File: config.mk
export PLATFORM = sky130hd
export DESIGN_NAME = ssd_port
export DESIGN_NICKNAME = d
export VERILOG_FILES = /design/src/hw/ssd_port.v /design/src/hw/ssd_shifter.v
export VERILOG_INCLUDE_DIRS = /design/src /design/src/hw
export SDC_FILE = /design/constraint.sdc
export NUM_CORES = 1
export LEC_CHECK = 0
export BUFFER_PORTS_ARGS = -buffer_cell sky130_fd_sc_hd__buf_2
export CAP_MARGIN = 20
export CORE_MARGIN = 2
export CORE_UTILIZATION = 54
export DETAILED_ROUTE_END_ITERATION = 10
export GPL_ROUTABILITY_DRIVEN = 0
export PLACE_DENSITY = 0.85
export SYNTH_ARGS = -nofsm -noshare
export SYNTH_HDL_FRONTEND = slang
export SYNTH_SLANG_ARGS = --single-unit
File: constraint.sdc
create_clock -name CLOCK -period 4.8 [get_ports CLOCK]
set_input_delay 0.24 -clock CLOCK [delete_from_list [all_inputs] [get_ports CLOCK]]
set_output_delay 0.24 -clock CLOCK [all_outputs]
set_load 0.05 [all_outputs]
File: src/hw/ssd_consts.vh
// Constants for the serial status and data path block
`ifndef SSD_CONSTS_VH
`define SSD_CONSTS_VH

// Register indices on the plain register port
`define SSD_ADDR_STATUS   4'h0
`define SSD_ADDR_RXDATA   4'h1
`define SSD_ADDR_TXDATA   4'h2
`define SSD_ADDR_SKIP     4'h3
`define SSD_ADDR_CTRL     4'h4
`define SSD_ADDR_VECTOR   4'h5

// Status bit positions
`define SSD_ST_IF0        0
`define SSD_ST_IF1        1
`define SSD_ST_TFS        2
`define SSD_ST_RFS        3
`define SSD_ST_TUE        4
`define SSD_ST_ROE        5
`define SSD_ST_TDE        6
`define SSD_ST_RDF        7

// Control bit positions
`define SSD_CT_WL_LO      0
`define SSD_CT_WL_HI      1
`define SSD_CT_SHIFT_ORDER_SELECT       2
`define SSD_CT_FSL_LO     3
`define SSD_CT_FSL_HI     4
`define SSD_CT_SYN        5
`define SSD_CT_MOD        6
`define SSD_CT_TE         7
`define SSD_CT_RE         8
`define SSD_CT_TIE        9
`define SSD_CT_RIE        10
`define SSD_CT_DIR0       11
`define SSD_CT_DIR1       12
`define SSD_CT_FSINT      13
`define SSD_CT_SLOTS_LO   14
`define SSD_CT_SLOTS_HI   18

// Reset values
`define SSD_CTRL_RESET    19'h00000
`define SSD_STATUS_RESET  8'h40

// Timing counts: two-flop synchroniser depth
`define SSD_SYNC_STAGES   2

`endif

File: src/hw/ssd_port.v
// Serial port status flags, holding registers and shift data path
`include "ssd_consts.vh"

//Function
// - Aux pin one sampled at first bit of each slot's word, copied on receive transfer.
// - Input flag one reads only when pin is input and sync mode.
// - Transmit frame-start flag set in first slot, cleared in others.
// - Word-length sync: high at slot start (external) or whole slot (internal).
// - Bit-length sync: high during last bit before slot; falls at first bit.
// - Network: word written in first slot is sent in second slot.
// - Normal mode has one slot; receive frame-start flag reads one, transmit flag clears when the slot ends without sync.
// - Resets clear frame-start flags; enable bits do not touch them.
// - Receive frame-start flag tells if held word came with frame sync.
// - Receive sync qualifier chosen by upper frame-sync length bit.
// - Slot without new data sets underrun and resends previous word.
// - Error flags only pick the exception vector; no interrupt themselves.
// - Underrun cleared by status read then transmit or skip write.
// - Word done while receive word full sets overrun, word dropped.
// - Transmit word is 24-bit write-only, left-justified, auto-forwarded.
// - Overrun cleared by status read then receive read; enable irrelevant.
// - Empty flag set on transfer, skipped slot, reset; cleared on write.
// - Transmit interrupt when empty and enabled; vector follows underrun.
// - Full flag set on transfer, cleared on read; vector follows overrun.
// - Receive shift samples data under sync, order and length selectable.
// - Receive word read-only, left-justified, low unused bits zero.
// - Transmit shift left-justified, MSB or LSB first per order bit.
// - Skip write acts as transmit write but output floats that slot.
// - Status is eight bits read-only, upper bits zero.
// - Input flag zero mirrors flag one using aux pin zero.
module ssd_port #(
    parameter WIDTH = 24
) (
    // Clock and reset
    input  wire             CLOCK,
    input  wire             RST,
    // Software register port
    input  wire [3:0]       ADDR,
    input  wire [23:0]      WDATA,
    input  wire             WR,
    input  wire             RD,
    output reg  [23:0]      RDATA,
    // Serial link pins
    input  wire             BIT_CLK,
    input  wire             FRAME_SYNC,
    input  wire             SERIAL_IN,
    input  wire             AUX_PIN_ZERO,
    input  wire             AUX_PIN_ONE,
    output wire             SERIAL_OUT_PIN,
    output wire             SERIAL_OUT_PIN_OE,
    // Interrupt requests and vector choice
    output wire             TX_IRQ,
    output wire             TX_IRQ_EXC,
    output wire             RX_IRQ,
    output wire             RX_IRQ_EXC
);
    reg  [18:0]      ctrl;
    reg  [1:0]       clk_s, fs_s, din_s, a0_s, a1_s;
    reg              clk_d;
    reg  [WIDTH-1:0] tx_hold;
    reg  [WIDTH-1:0] rx_hold;
    reg              tx_frame_start_flag, rx_frame_start_flag;
    reg              tx_underrun_flag, rx_overrun_flag;
    reg              tx_holding_empty, rx_holding_full;
    reg              input_flag_zero, input_flag_one;
    reg              tue_armed, roe_armed;
    reg              tx_skip_pending, tx_skip_slot, tx_active;
    reg              rx_sync_seen, rx_flag0_smp, rx_flag1_smp, rx_first;
    reg              fs_prev_bit;
    reg  [4:0]       tx_cnt, rx_cnt, slot_idx;
    reg  [4:0]       wl_bits;
    wire             bclk, fsync, din;
    wire             rise, fall;
    wire             slot_start, rx_done;
    wire             tx_sync_ok, rx_sync_ok;
    wire             lsb_first;
    wire [1:0]       word_len;
    wire [WIDTH-1:0] rx_word;
    wire [WIDTH-1:0] rx_full;
    wire [4:0]       rx_shl;
    wire             tx_bit;
    wire             status_rd, rx_rd, tx_wr, skip_wr;
    wire [7:0]       status;

    assign word_len  = ctrl[`SSD_CT_WL_HI:`SSD_CT_WL_LO];
    assign lsb_first = ctrl[`SSD_CT_SHIFT_ORDER_SELECT];
    assign status_rd = RD && (ADDR == `SSD_ADDR_STATUS);
    assign rx_rd     = RD && (ADDR == `SSD_ADDR_RXDATA);
    assign tx_wr     = WR && (ADDR == `SSD_ADDR_TXDATA);
    assign skip_wr   = WR && (ADDR == `SSD_ADDR_SKIP);

    // Two-flop synchronisers on every serial link input pin; only stage 1 is read
    always @(posedge CLOCK or posedge RST) begin
        if (RST) begin
            clk_s <= 2'h0;
            fs_s  <= 2'h0;
            din_s <= 2'h0;
            a0_s  <= 2'h0;
            a1_s  <= 2'h0;
            clk_d <= 1'b0;
        end else begin
            clk_s <= {clk_s[0], BIT_CLK};
            fs_s  <= {fs_s[0], FRAME_SYNC};
            din_s <= {din_s[0], SERIAL_IN};
            a0_s  <= {a0_s[0], AUX_PIN_ZERO};
            a1_s  <= {a1_s[0], AUX_PIN_ONE};
            clk_d <= clk_s[1];
        end
    end

    assign bclk  = clk_s[1];
    assign fsync = fs_s[1];
    assign din   = din_s[1];
    // Drive on rising edge, sample on falling edge of the bit clock
    assign rise  = bclk && !clk_d;
    assign fall  = !bclk && clk_d;

    // Word length in bits minus one
    always @* begin
        case (word_len)
            2'h0:    wl_bits = 5'h07;
            2'h1:    wl_bits = 5'h0b;
            2'h2:    wl_bits = 5'h0f;
            default: wl_bits = 5'h17;
        endcase
    end

    // Bit-length sync (FSL bits differ for tx) is qualified by the last bit before the slot
    assign tx_sync_ok = (ctrl[`SSD_CT_FSL_LO] != ctrl[`SSD_CT_FSL_HI]) ?
                        fs_prev_bit : fsync;
    assign rx_sync_ok = ctrl[`SSD_CT_FSL_HI] ? fs_prev_bit : fsync;
    // A slot begins at the word boundary, or on sync when idle
    assign slot_start = rise && ((tx_cnt == 5'h00 && tx_active) || (!tx_active && tx_sync_ok));
    assign rx_done    = fall && tx_active && (rx_cnt == wl_bits);

    // Completed word with its last bit; MSB-first fills from the bottom and is lifted
    // to the top of the field, LSB-first already arrives left-justified
    assign rx_shl  = 5'h17 - wl_bits;
    assign rx_full = lsb_first ? {din, rx_word[WIDTH-1:1]} :
                     ({rx_word[WIDTH-2:0], din} << rx_shl);

    // Slot and bit counters; frame restarts on every recognised sync
    always @(posedge CLOCK or posedge RST) begin
        if (RST) begin
            tx_cnt      <= 5'h00;
            rx_cnt      <= 5'h00;
            slot_idx    <= 5'h00;
            tx_active   <= 1'b0;
            fs_prev_bit <= 1'b0;
        end else begin
            if (rise) begin
                fs_prev_bit <= fsync;
            end
            if (slot_start) begin
                tx_active <= 1'b1;
                tx_cnt    <= (wl_bits == 5'h00) ? 5'h00 : 5'h01;
                if (tx_sync_ok) begin
                    slot_idx <= 5'h00;
                end else if (!ctrl[`SSD_CT_MOD] ||
                             slot_idx == ctrl[`SSD_CT_SLOTS_HI:`SSD_CT_SLOTS_LO]) begin
                    // Last slot reached without a new sync: wait for next frame
                    tx_active <= 1'b0;
                end else begin
                    slot_idx <= slot_idx + 5'h01;
                end
            end else if (rise && tx_active) begin
                tx_cnt <= (tx_cnt == wl_bits) ? 5'h00 : tx_cnt + 5'h01;
            end
            if (fall && tx_active) begin
                rx_cnt <= (rx_cnt == wl_bits) ? 5'h00 : rx_cnt + 5'h01;
            end
            if (slot_start && tx_sync_ok) begin
                rx_cnt <= 5'h00;
            end
        end
    end

    // Transmit shifter; held word reloads each slot so an underrun resends it
    ssd_shifter #(
        .WIDTH(WIDTH)
    ) u_tx_shift (
        .clk       (CLOCK),
        .rst       (RST),
        .load      (slot_start),
        .load_data (tx_hold),
        .shift     (rise && tx_active && !slot_start),
        .serial_in (1'b0),
        .lsb_first (lsb_first),
        .word_len  (word_len),
        .serial_out(tx_bit),
        .word      ()
    );

    // Receive shifter samples the data pin on falling bit clock
    // Cleared at every slot so a short word never carries bits of the one before
    ssd_shifter #(
        .WIDTH(WIDTH)
    ) u_rx_shift (
        .clk       (CLOCK),
        .rst       (RST),
        .load      (slot_start),
        .load_data ({WIDTH{1'b0}}),
        .shift     (fall && tx_active),
        .serial_in (din),
        .lsb_first (lsb_first),
        .word_len  (word_len),
        .serial_out(),
        .word      (rx_word)
    );

    // Output floats in skipped slots and while transmit is disabled
    assign SERIAL_OUT_PIN    = tx_bit;
    assign SERIAL_OUT_PIN_OE = tx_active && ctrl[`SSD_CT_TE] && !tx_skip_slot;

    // Control register write
    always @(posedge CLOCK or posedge RST) begin
        if (RST) begin
            ctrl <= `SSD_CTRL_RESET;
        end else if (WR && ADDR == `SSD_ADDR_CTRL) begin
            ctrl <= WDATA[18:0];
        end
    end

    // Transmit holding word and transmit-side flags
    always @(posedge CLOCK or posedge RST) begin
        if (RST) begin
            tx_hold             <= {WIDTH{1'b0}};
            tx_holding_empty    <= 1'b1;
            tx_underrun_flag    <= 1'b0;
            tue_armed           <= 1'b0;
            tx_frame_start_flag <= 1'b0;
            tx_skip_pending     <= 1'b0;
            tx_skip_slot        <= 1'b0;
        end else begin
            // Low unused bits are never shifted out
            if (tx_wr) begin
                tx_hold <= WDATA[WIDTH-1:0];
            end
            if (tx_wr || skip_wr) begin
                tx_holding_empty <= 1'b0;
                tx_skip_pending  <= skip_wr;
            end
            if (status_rd && tx_underrun_flag) begin
                tue_armed <= 1'b1;
            end
            if ((tx_wr || skip_wr) && tue_armed) begin
                tx_underrun_flag <= 1'b0;
                tue_armed        <= 1'b0;
            end
            // Slot start: forwarding wins over the clearing write in the same cycle
            if (slot_start && (tx_active || tx_sync_ok)) begin
                tx_frame_start_flag <= tx_sync_ok;
                tx_skip_slot        <= tx_skip_pending;
                tx_skip_pending     <= 1'b0;
                tx_holding_empty    <= 1'b1;
                if (tx_holding_empty && !tx_wr && !skip_wr) begin
                    tx_underrun_flag <= 1'b1;
                    tue_armed        <= 1'b0;
                end
            end
        end
    end

    // Receive holding word and receive-side flags
    always @(posedge CLOCK or posedge RST) begin
        if (RST) begin
            rx_hold             <= {WIDTH{1'b0}};
            rx_holding_full     <= 1'b0;
            rx_overrun_flag     <= 1'b0;
            roe_armed           <= 1'b0;
            rx_frame_start_flag <= 1'b0;
            rx_sync_seen        <= 1'b0;
            rx_first            <= 1'b0;
            rx_flag0_smp        <= 1'b0;
            rx_flag1_smp        <= 1'b0;
            input_flag_zero     <= 1'b0;
            input_flag_one      <= 1'b0;
        end else begin
            if (slot_start) begin
                rx_sync_seen <= tx_sync_ok && rx_sync_ok;
                rx_first     <= 1'b1;
            end
            // Aux pins caught on the first received bit of the word
            if (fall && rx_first) begin
                rx_flag0_smp <= a0_s[1];
                rx_flag1_smp <= a1_s[1];
                rx_first     <= 1'b0;
            end
            if (rx_rd) begin
                rx_holding_full <= 1'b0;
            end
            if (status_rd && rx_overrun_flag) begin
                roe_armed <= 1'b1;
            end
            if (rx_rd && roe_armed) begin
                rx_overrun_flag <= 1'b0;
                roe_armed       <= 1'b0;
            end
            // Word complete; transfer gated by receive enable, overrun if still full
            if (rx_done && ctrl[`SSD_CT_RE]) begin
                if (rx_holding_full && !rx_rd) begin
                    rx_overrun_flag <= 1'b1;
                    roe_armed       <= 1'b0;
                end else begin
                    rx_hold             <= rx_full;
                    rx_holding_full     <= 1'b1;
                    rx_frame_start_flag <= rx_sync_seen || !ctrl[`SSD_CT_MOD];
                    input_flag_zero     <= rx_flag0_smp;
                    input_flag_one      <= rx_flag1_smp;
                end
            end
        end
    end

    // Input flags gated by pin direction and synchronous mode
    assign status = {rx_holding_full, tx_holding_empty, rx_overrun_flag, tx_underrun_flag,
                     rx_frame_start_flag, tx_frame_start_flag,
                     input_flag_one && !ctrl[`SSD_CT_DIR1] && ctrl[`SSD_CT_SYN],
                     input_flag_zero && !ctrl[`SSD_CT_DIR0] && ctrl[`SSD_CT_SYN]};

    // Read data one cycle after the strobe; unmapped reads return zero
    always @(posedge CLOCK or posedge RST) begin
        if (RST) begin
            RDATA <= 24'h000000;
        end else if (RD) begin
            case (ADDR)
                `SSD_ADDR_STATUS: RDATA <= {16'h0000, status};
                `SSD_ADDR_RXDATA: RDATA <= rx_hold;
                `SSD_ADDR_CTRL:   RDATA <= {5'h00, ctrl};
                `SSD_ADDR_VECTOR: RDATA <= {20'h00000, TX_IRQ_EXC, TX_IRQ, RX_IRQ_EXC, RX_IRQ};
                default:          RDATA <= 24'h000000;
            endcase
        end else begin
            RDATA <= 24'h000000;
        end
    end

    // Error flags only steer the vector choice
    assign TX_IRQ     = ctrl[`SSD_CT_TIE] && tx_holding_empty && !tx_underrun_flag;
    assign TX_IRQ_EXC = ctrl[`SSD_CT_TIE] && tx_holding_empty && tx_underrun_flag;
    assign RX_IRQ     = ctrl[`SSD_CT_RIE] && rx_holding_full && !rx_overrun_flag;
    assign RX_IRQ_EXC = ctrl[`SSD_CT_RIE] && rx_holding_full && rx_overrun_flag;
endmodule

File: src/hw/ssd_shifter.v
// Bidirectional-order shift register with selectable word length
`include "ssd_consts.vh"

module ssd_shifter #(
    parameter WIDTH = 24
) (
    // Clock and reset
    input  wire             clk,
    input  wire             rst,
    // Control
    input  wire             load,
    input  wire [WIDTH-1:0] load_data,
    input  wire             shift,
    input  wire             serial_in,
    input  wire             lsb_first,
    input  wire [1:0]       word_len,
    // Outputs
    output wire             serial_out,
    output reg  [WIDTH-1:0] word
);
    reg [WIDTH-1:0] next_word;
    reg [4:0]       top;

    // Top bit index of the active word, kept left-justified
    always @* begin
        case (word_len)
            2'h0:    top = 5'h07;
            2'h1:    top = 5'h0b;
            2'h2:    top = 5'h0f;
            default: top = 5'h17;
        endcase
    end

    // Left-justified word: output from the MSB, or from the bottom of the active field
    assign serial_out = lsb_first ? word[WIDTH-1-top] : word[WIDTH-1];

    // Shift path; LSB-first walks the active field toward the top
    always @* begin
        next_word = word;
        if (load) begin
            next_word = load_data;
        end else if (shift) begin
            if (lsb_first) begin
                next_word = {serial_in, word[WIDTH-1:1]};
            end else begin
                next_word = {word[WIDTH-2:0], serial_in};
            end
        end
    end

    always @(posedge clk or posedge rst) begin
        if (rst) begin
            word <= {WIDTH{1'b0}};
        end else begin
            word <= next_word;
        end
    end
endmodule

==> results.md <==
- Together, buffers and inverters on the worst path number 3.
- STA classifies the critical path endpoint as a flip-flop.
- The cell count of the worst reg-to-reg path is 8.
- Synthesis produced 820 cells.
- The sequential area share after synthesis is a little over half.
- STA classifies the critical path startpoint as a flip-flop.
- Sorting the synthesized cells by area gives the leading types as sky130_fd_sc_hd__dfrtp_1 52%, sky130_fd_sc_hd__mux2i_1 6.4%, sky130_fd_sc_hd__mux2_2 6.3%, sky130_fd_sc_hd__nor2_1 4.8%, sky130_fd_sc_hd__a21oi_1 3.6%.
- The largest voltage drop on the vdd net is between 0.3 and 0.4 mV.
- The die is roughly 130 microns tall.
- Clock tree synthesis inserted a total of 17 buffers.
- The critical path runs through a total of 8 cells.
- The count of endpoints failing hold in the final timing report came to 0.
- The flow ran to the end, and the final reports show no timing, DRC or antenna violations.
- The number of nets in the layout is a little over 900.
- The clock transition at the register clock pins on the worst setup and hold paths after CTS is around 0.070 ns.
- The most frequently used flop master after synthesis is sky130_fd_sc_hd__dfrtp_1.
- The share of final-layout standard cells stronger than drive strength 1 is between 10% and 20%.
- The count of flip-flops with a built-in enable after synthesis is 0.
- The biggest area consumer among synthesized cells is sky130_fd_sc_hd__dfrtp_1.
- On the final layout, the worst clock skew is between 0.007 and 0.008 ns.
- The setup path with the least slack is of type flip-flop to flip-flop.
- Global routing finished with a remaining overflow of 0.
- The number of buffers between clock root and the deepest sink is 2.
- The async set-or-reset flop fraction in the synthesized netlist is 100%.
- The final period utilization is approximately two thirds.
- In this run the tightest slew margin relative to its limit is between 20 and 30%.
- At the later pin of the worst-skew pair, clock insertion delay measures between 0.4 and 0.5 ns.
- Power spread over the standard cell area amounts to roughly 540 mW/mm^2.
- For the pin with the worst max-slew slack, the measured transition is ~1.1 ns.
- Setup total negative slack on the finished layout was measured at 0 ns.
- The number of nets handed over by synthesis was 864.
- The number of clock sinks is 183.
- The initial core utilization is 55.1%.
- The most common cell after layout, fill and taps aside is sky130_fd_sc_hd__dfrtp_1.
- The final layout contains routed wiring with a total length of approximately 21 mm.
- Global routing used 24.8% of the available tracks across all layers.
- The tightest min-delay check is of the input port to asynchronous set/reset pin type.
- The number of endpoints failing setup at the final stage is 0.
- The count of antenna-violating nets left after detailed routing is 0.
- The number of port buffers is 66.
- The wire length of the first global-routing pass is 33.6 mm.
- The count of TritonRoute iterations in the first routing pass is 8.
- The chip width is about 130 microns.
- Entering global routing, the biggest net connects around 180 pins.
- The count of unresolved DRC violations after routing is 0.
- The via density per instance is 6.16.
- The number of inserted diodes is 0.
- In this run the number of H-tree levels came out at 4.
- CTS placed an instance of sky130_fd_sc_hd__clkbuf_16 at the clock tree root.
- The count of final max-slew check failures is 0.
- The startpoint identified for the worst register-to-register timing path is ctrl[0].
- The largest individual stage delay along the critical path comes from the cell sky130_fd_sc_hd__a211oi_4.
- The detailed router finished its first iteration with 863 violations.
- The placement row count is between 40 and 50.
- The number of fillers in the final layout is approximately 1200.
- The synthesized netlist occupies a cell area of 0.00875 sq mm.
- The setup check on the worst reg-to-reg path leaves a slack of 1.51 ns.
- The number of antenna violations at the first check in global routing is 0.
- In this run the worst path has a maximum fanout of 32.
- At the end of the flow the core is filled with cells to roughly three fifths.
- The end of the worst register-to-register path is input_flag_one.
- After layout, the minimum clock period comes to approximately 3.3 ns.
- The placeable core region is about 0.016 sq mm.
- The average wire per cell in the routed design is approximately 19 microns.
- Each instance of the synthesized netlist takes up on average between 10 and 15 sq um.
- Across the run, the number of max-cap violations was 0.
- The critical path goes through inv_1 -> ha_1 -> buf_4 -> xnor2_1 -> nand4_1 -> a211oi_4 -> buf_4 -> mux2_1.
- The netlist uses 56 different library cells.
- The HPWL reported at the end of detailed placement is between 10 and 15 mm.
- Setup repair after global routing left no endpoint under its margin.
- Based on the critical path, the design can be clocked at up to about 0.30 GHz.
- STA puts the critical path data required time at slightly above 5 ns.
- The cell family contributing the most delay on the critical path is buffers and inverters.
- Once the clock tree was built, the setup fixing pass inserted 0 buffers.
- Counting stages on the worst path, the most repeated cell is sky130_fd_sc_hd__buf_4.
- In this run the static leakage power is around 4.3 nW.
- TritonCTS built the clock tree.
- The number of global-route vias before repair was between 6000 and 7000.
- In this design, the stage delay of the slowest critical-path cell is approximately 0.76 ns.
- Counting flops and latches in the post-synthesis netlist gives between 150 and 200.
- During synthesis, Yosys emitted a total of 0 warnings.
- The total number of vias is between 6000 and 7000.
- 67 I/O pins were placed.
- The top cell types in the final layout, fill and taps aside, are 181 x sky130_fd_sc_hd__dfrtp_1, 112 x sky130_fd_sc_hd__nor2_1, 66 x sky130_fd_sc_hd__buf_2.
- The floorplan step defined a die boundary enclosing roughly 0.017 sq mm.
- The data arrival time at the worst-slack endpoint is roughly 3.6 ns.
- Relative to the synthesized area, the layout overhead comes to 12.2%.
- The share of synthesized area in the top cell type comes to between 50% and 60%.
## per-stage QoR
stage	std cells	area, sq um	hold slack [ns]	power (W)	setup WS (ns)
floorplan	820	8750	0.271	0.00345	2.19
finish	1093	9810	0.0169	0.00526	1.51
CTS	1093	9810	0.0238	0.00523	1.56
global route	1093	9810	0.0378	0.00552	1.36
global placement	1056	9210	0.333	0.00383	1.75
detailed placement	1056	9210	0.336	0.00389	1.60
## where the power goes
part / switching (W) / leakage (nW) / internal (W)
sequential: 0.000503 / 2.26 / 0.00190
clock: 0.000582 / 0.270 / 0.000725
combinational: 0.000872 / 1.76 / 0.000674
## logic make-up after synthesis
logic type	share of synthesized area (%)
adder cells (fa/ha/maj)	1.00
buffers and inverters	3.55
AND/OR/NAND/NOR	11.2
XOR/XNOR	1.50
multiplexers	15.3
flip-flops	52.4
AO/OA/AOI/OAI	15.1
## cell type report
cell class	instances	area, sq um	area share [%]
timing repair buffer	81	468	4.77
tap	216	270	2.75
inverter	20	78.8	0.803
sequential	183	4580	46.7
clock buffer	20	447	4.55
clock inverter	12	101	1.03
multi-input combinational	561	3860	39.4
## state kept, by name, summed over array words and instances (netlist names), 2 cells and up
name	count
RDATA	24
slot_idx	5
din_s	2
u_tx_shift.word	24
tx_cnt	5
tx_hold	24
a1_s	2
a0_s	2
rx_hold	24
ctrl	19
rx_cnt	5
clk_s	2
u_rx_shift.word	24
fs_s	2
## Yosys cell counts, drive strengths merged, types with 2 or more instances
master,n
nand2,60
nand2b,2
or3,2
and3,6
a21oi,63
a221oi,6
a211oi,27
nor2,113
ha,7
o41ai,4
nor3,3
xor2,6
a32oi,4
nand3,9
nor2b,10
mux2i,56
o31ai,4
dfrtp,182
o211a,2
nor3b,5
xnor2,9
a222oi,5
o21ai,42
mux4,9
clkbuf,34
o22ai,6
nand4,4
o21a,2
buf,22
a211o,4
a21o,2
nor4,4
inv,20
a32o,2
a22oi,21
a31oi,2
mux2,51
## metal layers
metal / vias to the layer above / GRT usage (%) / routed length [microns]
met5: - / 0 / 0
met3: 60 / 5.09 / 1710
met2: 343 / 39.2 / 9930
li1: 3033 / - / -
met1: 3299 / 34.1 / 8570
met4: 0 / 9.60 / 667
## what timing repair did
item / CTS / global route
hold endpoints to repair: 5 / 0
hold buffers: 5 / 0
setup endpoints to repair: 0 / 0
resized for setup: 0 / 0
## worst max path at each step
stage,startpoint,to
after floorplan,ctrl[0],SERIAL_OUT_PIN
after global placement,ctrl[1],input_flag_one
after detailed placement,ctrl[1],input_flag_one
after CTS,ctrl[0],input_flag_one
after global routing,ctrl[0],input_flag_one
final,ctrl[0],input_flag_one
## tightest hold or removal path: cells and delay by family
family	cells	cell delay, ns
buffers and inverters	3	0.74
(Power assumes the default switching activity.)
